`config.mk`:
```
export PLATFORM = sky130hd
export DESIGN_NAME = spg_top
export DESIGN_NICKNAME = d
export VERILOG_FILES = /design/src/shared/spg_pkg.sv /design/src/design/spg_channel.sv /design/src/design/spg_top.sv
export VERILOG_INCLUDE_DIRS = /design/src /design/src/shared
export SDC_FILE = /design/constraint.sdc
export NUM_CORES = 1
export LEC_CHECK = 0
export BUFFER_PORTS_ARGS = -buffer_cell sky130_fd_sc_hd__buf_2
export CORE_ASPECT_RATIO = 1.25
export CORE_UTILIZATION = 35
export CTS_CLUSTER_DIAMETER = 100
export DETAILED_ROUTE_END_ITERATION = 8
export HOLD_SLACK_MARGIN = 0.05
export PLACE_DENSITY_LB_ADDON = 0.12
export SLEW_MARGIN = 5
export SYNTH_ARGS = -nofsm -noshare
export SYNTH_HDL_FRONTEND = slang
export SYNTH_SLANG_ARGS = --single-unit
export TNS_END_PERCENT = 1
```
`constraint.sdc`:
```
create_clock -name MCLK -period 3.5 [get_ports MCLK]
set_input_delay 0.525 -clock MCLK [delete_from_list [all_inputs] [get_ports MCLK]]
set_output_delay 0.525 -clock MCLK [all_outputs]
set_load 0.01 [all_outputs]
```
`src/shared/spg_params.svh`:
```
`ifndef SPG_PARAMS_SVH
`define SPG_PARAMS_SVH
// Behaviour
// - Two 4-bit pattern channels change outputs on a timer shift trigger or, outside pattern mode, on a data register write.
// - Channel zero takes its trigger from timer 0, timer 1 or the wide timer.
// - Channels run independently; one control register sets each channel's mode.
// - Data register holds latch in bits 7..4, alternate in bits 3..0.
// - Reading port bits assigned to pattern output returns the latch value.
// - Pattern mode blocks latch writes; only the alternate register is written.
// - Pattern mode otherwise shifts exactly like 1-2 step excitation.
// - Each port bit selects general port use or pattern output individually.
// - 1-step and 2-step modes rotate the 4-bit latch on each rising trigger edge.
// - Direction 0 rotates from lowest phase upward, direction 1 rotates downward.
// - 1-step and 2-step modes leave the alternate register untouched.
// - 1-2 step mode shifts latch and alternate together in the set direction.
`define SPG_OFS_CTRL  8'h4A
`define SPG_OFS_DATA0 8'h4C
`define SPG_OFS_DATA1 8'h4D
`define SPG_OFS_TSEL  8'h4E
`define SPG_OFS_FSEL  8'h4F
`define SPG_OFS_PORT  8'h50
`define SPG_CTRL_M0   0
`define SPG_CTRL_CHANNEL_ZERO_DIRECTION 1
`define SPG_CTRL_CHANNEL_ZERO_PATTERN_SELECT 2
`define SPG_CTRL_M1   4
`define SPG_CTRL_CHANNEL_ONE_DIRECTION 5
`define SPG_CTRL_CHANNEL_ONE_PATTERN_SELECT 6
`define SPG_TSEL0     1:0
`define SPG_TSEL1     5:4
`define SPG_LATCH     7:4
`define SPG_ALT       3:0
`define SPG_CH0_BITS  3:0
`define SPG_CH1_BITS  7:4
`define SPG_RST_BYTE  8'h00
`define SPG_RST_NIB   4'h0
`define SPG_RST_TSEL  8'h00
`define SPG_RST_SRC   3'h0
`endif

```
`src/shared/spg_pkg.sv`:
```
package spg_pkg;
  typedef enum logic [1:0] {
    SRC_T0   = 2'b00,
    SRC_T1   = 2'b01,
    SRC_WIDE = 2'b10,
    SRC_NONE = 2'b11
  } spg_src_e;
  typedef logic [3:0] spg_nib_t;
endpackage : spg_pkg

```
`src/design/spg_channel.sv`:
```
`include "spg_params.svh"
module spg_channel (
  input  wire logic             clk,
  input  wire logic             rst_n,
  input  wire logic             shift,
  input  wire logic             step12,
  input  wire logic             rev,
  input  wire logic             pat,
  input  wire logic             wr,
  input  wire logic [7:0]       wdata,
  output spg_pkg::spg_nib_t     latch,
  output spg_pkg::spg_nib_t     alt
);
  spg_pkg::spg_nib_t latch_r;
  spg_pkg::spg_nib_t latch_nxt;
  spg_pkg::spg_nib_t alt_r;
  spg_pkg::spg_nib_t alt_nxt;
  logic [7:0]        ring;
  logic [7:0]        ring_rot;

  // Interleaved ring, high end first: L3 A3 L2 A2 L1 A1 L0 A0.
  assign ring = {latch_r[3], alt_r[3], latch_r[2], alt_r[2],
                 latch_r[1], alt_r[1], latch_r[0], alt_r[0]};

  always_comb
  begin
    ring_rot  = rev ? {ring[0], ring[7:1]} : {ring[6:0], ring[7]};
    latch_nxt = latch_r;
    alt_nxt   = alt_r;
    if (shift)
    begin
      if (step12 || pat)
      begin
        latch_nxt = {ring_rot[7], ring_rot[5], ring_rot[3], ring_rot[1]};
        alt_nxt   = {ring_rot[6], ring_rot[4], ring_rot[2], ring_rot[0]};
      end
      else
      begin
        latch_nxt = rev ? {latch_r[0], latch_r[3:1]}
                        : {latch_r[2:0], latch_r[3]};
      end
    end
    // A write in the same cycle as a shift overrides the shifted value, except the latch in pattern mode, which keeps its shift.
    if (wr)
    begin
      alt_nxt = wdata[`SPG_ALT];
      if (!pat)
      begin
        latch_nxt = wdata[`SPG_LATCH];
      end
    end
  end

  always_ff @(posedge clk or negedge rst_n)
  begin
    if (!rst_n)
    begin
      latch_r <= `SPG_RST_NIB;
      alt_r   <= `SPG_RST_NIB;
    end
    else
    begin
      latch_r <= latch_nxt;
      alt_r   <= alt_nxt;
    end
  end

  assign latch = latch_r;
  assign alt   = alt_r;
endmodule : spg_channel

```
`src/design/spg_top.sv`:
```
`include "spg_params.svh"
module spg_top (
  input  wire logic       MCLK,
  input  wire logic       RESET_N,
  input  wire logic [7:0] ADDR,
  input  wire logic [7:0] WDATA,
  input  wire logic       WR,
  input  wire logic       RD,
  output logic      [7:0] RDATA,
  input  wire logic       TRIG_T0,
  input  wire logic       TRIG_T1,
  input  wire logic       TRIG_WIDE,
  output logic      [7:0] PORT_OUT
);
  logic [7:0]        ctrl_r;
  logic [7:0]        ctrl_nxt;
  logic [7:0]        tsel_r;
  logic [7:0]        tsel_nxt;
  logic [7:0]        fsel_r;
  logic [7:0]        fsel_nxt;
  logic [7:0]        gport_r;
  logic [7:0]        gport_nxt;
  logic [2:0]        trig_v;
  logic [2:0]        prev_r;
  logic [2:0]        prev_nxt;
  logic [2:0]        rise;
  logic              shift0;
  logic              shift1;
  logic              wr0;
  logic              wr1;
  spg_pkg::spg_nib_t lat0;
  spg_pkg::spg_nib_t lat1;
  spg_pkg::spg_nib_t alt0;
  spg_pkg::spg_nib_t alt1;
  logic [7:0]        pg;
  logic [7:0]        port_r;
  logic [7:0]        port_nxt;
  logic [7:0]        rdata_r;
  logic [7:0]        rdata_nxt;

  // Picks the rising trigger edge of the source a select field names.
  function automatic logic pick_src(input logic [1:0] sel,
                                    input logic [2:0] ev);
    case (spg_pkg::spg_src_e'(sel))
      spg_pkg::SRC_T0:   pick_src = ev[0];
      spg_pkg::SRC_T1:   pick_src = ev[1];
      spg_pkg::SRC_WIDE: pick_src = ev[2];
      default:           pick_src = 1'b0;
    endcase
  endfunction : pick_src

  always_comb
  begin
    ctrl_nxt  = ctrl_r;
    tsel_nxt  = tsel_r;
    fsel_nxt  = fsel_r;
    gport_nxt = gport_r;
    if (WR)
    begin
      case (ADDR)
        `SPG_OFS_CTRL: ctrl_nxt  = WDATA;
        `SPG_OFS_TSEL: tsel_nxt  = WDATA;
        `SPG_OFS_FSEL: fsel_nxt  = WDATA;
        `SPG_OFS_PORT: gport_nxt = WDATA;
        default:       ctrl_nxt  = ctrl_r;
      endcase
    end
  end

  always_ff @(posedge MCLK or negedge RESET_N)
  begin
    if (!RESET_N)
    begin
      ctrl_r  <= `SPG_RST_BYTE;
      tsel_r  <= `SPG_RST_TSEL;
      fsel_r  <= `SPG_RST_BYTE;
      gport_r <= `SPG_RST_BYTE;
    end
    else
    begin
      ctrl_r  <= ctrl_nxt;
      tsel_r  <= tsel_nxt;
      fsel_r  <= fsel_nxt;
      gport_r <= gport_nxt;
    end
  end

  // Triggers come from timer logic on MCLK, so no synchroniser is needed.
  assign trig_v   = {TRIG_WIDE, TRIG_T1, TRIG_T0};
  assign prev_nxt = trig_v;

  always_ff @(posedge MCLK or negedge RESET_N)
  begin
    if (!RESET_N)
    begin
      prev_r <= `SPG_RST_SRC;
    end
    else
    begin
      prev_r <= prev_nxt;
    end
  end

  genvar gi;
  generate
    for (gi = 0; gi < 3; gi++)
    begin : g_edge
      assign rise[gi] = trig_v[gi] & ~prev_r[gi];
    end
  endgenerate

  assign shift0 = pick_src(tsel_r[`SPG_TSEL0], rise);
  assign shift1 = pick_src(tsel_r[`SPG_TSEL1], rise);
  assign wr0    = WR && (ADDR == `SPG_OFS_DATA0);
  assign wr1    = WR && (ADDR == `SPG_OFS_DATA1);

  spg_channel u_ch0 (
    .clk    (MCLK),
    .rst_n  (RESET_N),
    .shift  (shift0),
    .step12 (ctrl_r[`SPG_CTRL_M0]),
    .rev    (ctrl_r[`SPG_CTRL_CHANNEL_ZERO_DIRECTION]),
    .pat    (ctrl_r[`SPG_CTRL_CHANNEL_ZERO_PATTERN_SELECT]),
    .wr     (wr0),
    .wdata  (WDATA),
    .latch  (lat0),
    .alt    (alt0)
  );

  spg_channel u_ch1 (
    .clk    (MCLK),
    .rst_n  (RESET_N),
    .shift  (shift1),
    .step12 (ctrl_r[`SPG_CTRL_M1]),
    .rev    (ctrl_r[`SPG_CTRL_CHANNEL_ONE_DIRECTION]),
    .pat    (ctrl_r[`SPG_CTRL_CHANNEL_ONE_PATTERN_SELECT]),
    .wr     (wr1),
    .wdata  (WDATA),
    .latch  (lat1),
    .alt    (alt1)
  );

  assign pg = {lat1, lat0};

  generate
    for (gi = 0; gi < 8; gi++)
    begin : g_port
      assign port_nxt[gi] = fsel_r[gi] ? pg[gi] : gport_r[gi];
    end
  endgenerate

  always_comb
  begin
    rdata_nxt = `SPG_RST_BYTE;
    if (RD)
    begin
      case (ADDR)
        `SPG_OFS_CTRL:  rdata_nxt = ctrl_r;
        `SPG_OFS_DATA1: rdata_nxt = {`SPG_RST_NIB, alt1};
        `SPG_OFS_TSEL:  rdata_nxt = tsel_r;
        `SPG_OFS_FSEL:  rdata_nxt = fsel_r;
        `SPG_OFS_PORT:  rdata_nxt = port_nxt;
        default:        rdata_nxt = `SPG_RST_BYTE;
      endcase
    end
  end

  always_ff @(posedge MCLK or negedge RESET_N)
  begin
    if (!RESET_N)
    begin
      port_r  <= `SPG_RST_BYTE;
      rdata_r <= `SPG_RST_BYTE;
    end
    else
    begin
      port_r  <= port_nxt;
      rdata_r <= rdata_nxt;
    end
  end

  assign PORT_OUT = port_r;
  assign RDATA    = rdata_r;
endmodule : spg_top

```
==> impl_metrics.csv <==
group,metric,value,unit
critical_path,critPathKind,"in2reg",
grt,grt_max_degree,41,
cts,ctsResizeCount,0,
pwr,p_per_area,495,nW/um2
pwr,power.leakage,1.83,nW
yosys,synth_area,3350,um2
die,rows,39,
placed_design,dp_hpwl,6.42,mm
cts,post-cts-setup-buffer-count,0,
route,wire_per_inst,20.6,um
grt,grt_usage,20.2,%
cts,cts-hold-fix-buffers,0,
die,die_h,111,um
yosys,synth_area_leaders,"dfrtp_1 (50%), mux2_1 (8.1%), mux2i_1 (7.5%)",
outcome,status,"finished, final reports clean",
route,routed-wl-met3,152,um
layout,antenna_cells,0,
cts,cts_buffers,9,
layout,fin_util,43.0,%
critical_path,crit_slowest_cell,"or4b_1",
layout,area_delta_synth_final,18.5,%
layout,n_fill_cell,867,
yosys,syn_avg_cell_area,12.8,um2
grt,antenna_found_initial,0,
grt,grt_pass1_vias,2439,
yosys,synth_top_cell_by_area,"dfrtp_1",
grt,gr-total-overflow,0,
pwr,ir_drop,0.273,mV
cts,cts_root_buf,"clkbuf_16",
critical_path,crit_required,3.71,ns
yosys,synth_top_area_share,50.1,%
route,wl_met2,4.56,mm
critical_path,worstPathArrival,2.36,ns
worst_hold_path,hold_path.class,"in2reg",
die,die-area,9970,um2
cts,path_clk_slew,0.06,ns
sta,setup_viol,0,
route,wl,8.89,mm
layout,final_cell_mix,"dfrtp_1 (67), buf_2 (38), mux2i_1 (25), mux2_1 (24), mux2_2 (20)",
yosys,synth_seq_area_share,50.1,%
sta,fin_ws,1.36,ns
sta,period_needed,2.14,ns
yosys,ys_ff_latch,67,
cts,cts_tree,"built",
route,top_layer,"met4",
layout,drive_gt1_share,30.7,%
critical_path,cp_top_family,"simple AND/OR/NAND/NOR gates",
cts,cts_max_level,3,
route,post-route-drc-count,0,
route,ant_nets,0,
critical_path,worst-path-buf-inv,1,
sta,skew,0.00556,ns
placed_design,io_buffer_count,38,
die,core,9220,um2
sta,slew_viol_final,0,
cts,cts.path.max_buffers,2,
critical_path,cp_cell_sequence,"buf_2 -> or4b_1 -> nor3_4 -> mux2_2",
critical_path,max_stage_delay,0.74,ns
sta,rsz0062_at_grt,"false",
die,start_util,36.3,%
critical_path,end_kind,"register",
sta,relSlewSlack,36.0,%
yosys,syn-num-nets,284,
placed_design,preCtsSetupSlack,1.00,ns
layout,fin_nets,327,
yosys,yosys_warnings,0,
critical_path,start_kind,"input port",
grt,grt_pass1_wl,14.4,mm
route,wl_met1,3.99,mm
route,vias,2327,
die,die_x,89.5,um
placed_design,gp_congestion,0.796,
flow_run,drv_cap,0,
cts,cts_sinks,67,
layout,mostFrequentLayoutCell,"dfrtp_1",
die,pin_count,39,
yosys,yosysUniqueCellTypes,36,
sta,finalSetupTns,0,ns
sta,post-route-period-util,61.2,%
critical_path,cp_max_fo,16,
sta,max_freq,467,MHz
route,drtIter0Drc,118,
yosys,syn_inst,261,
sta,tightest_slew,0.960,ns
cts,clk_latency,0.33,ns
sta,hold_viol,0,
route,avgViaCountPerCell,5.39,
route,first_pass_iters,4,
kinds of logic (layout without fill, tap and decap cells):
group                  Yosys count  count (layout)  share of synthesized area, %
AO/OA/AOI/OAI                   39              39                          7.66
flip-flops                      67              67                          50.1
buffers and inverters           16              64                          1.98
multiplexers                    77              77                          27.6
AND/OR/NAND/NOR                 62              62                          12.7
area by class of cell:
| cell class | instances | area [um2] | share of cell area, % |
|---|---|---|---|
| clock buffers | 11 | 233 | 5.86 |
| clock inverters | 5 | 53.8 | 1.36 |
| inverters | 5 | 18.8 | 0.473 |
| multi-input cells | 178 | 1610 | 40.5 |
| flip-flops and latches | 67 | 1680 | 42.2 |
| well taps | 123 | 154 | 3.88 |
| repair buffers | 43 | 228 | 5.74 |
per-layer routing:
metal / up-vias / track usage (%)
li1: 1085 / -
met1: 1187 / 27.4
met2: 41 / 31.8
met3: 14 / 2.82
met4: 0 / 8.99
met5: - / 0
path summary, 6_finish.rpt:
kind / start / endpoint / slack [ns] / cells after the start
hold / removal: TRIG_WIDE / prev_r[2] / 0.32 / 1
hold reg to reg: gport_r[6] / gport_r[6] / 0.50 / 1
setup reg to reg: tsel_r[0] / u_ch0.alt[0] / 1.51 / 4
min in group asynchronous: RESET_N / PORT_OUT[1] / 0.33 / 1
setup / recovery: ADDR[1] / gport_r[5] / 1.36 / 4
max in group asynchronous: RESET_N / u_ch0.latch[2] / 2.38 / 2
registers in the layout, indices dropped and copies added, names as in the netlist:
name	flops
u_ch0.latch	4
PORT_OUT	8
prev_r	3
u_ch0.alt	4
u_ch1.latch	4
u_ch1.alt	4
ctrl_r	8
tsel_r	8
gport_r	8
RDATA	8
fsel_r	8
synth_stat cells:
cell,count
nand3_1,4
nor2_1,7
mux4_2,8
and3_1,4
nand3b_1,1
nor3b_1,5
clkbuf_1,6
nand4b_1,2
o22ai_1,1
dfrtp_1,67
nor4b_4,1
nor4_2,3
a31oi_2,2
nand2_2,1
buf_2,5
a22oi_1,4
nor4_1,2
or4_1,2
mux2i_1,25
and4b_1,1
o21ai_1,2
a222oi_1,4
or4b_2,2
a21oi_1,4
o32ai_1,4
nand4bb_1,1
inv_1,5
nand2b_1,1
or4bb_1,4
nor3_4,1
nand2_1,18
mux2_2,20
o21ai_0,18
mux2_1,24
or4b_1,1
or3b_1,1
per-stage QoR:
stage,instance area (um2),std cells,hold slack (ns),power [W]
2_1_floorplan,3350,261,0.229,0.00101
3_3_place_gp,3680,416,0.487,0.00111
6_report,3970,432,0.325,0.00197
5_1_grt,3970,432,0.323,0.00205
3_5_place_dp,3680,416,0.487,0.00111
4_1_cts,3970,432,0.319,0.00199
power breakdown:
group | switching, W | internal [W]
combinational | 0.000101 | 0.0000997
sequential | 0.0000642 | 0.000827
clock | 0.000324 | 0.000549
total | 0.000490 | 0.00148
Note: power is estimated with default switching activity, not from simulation.
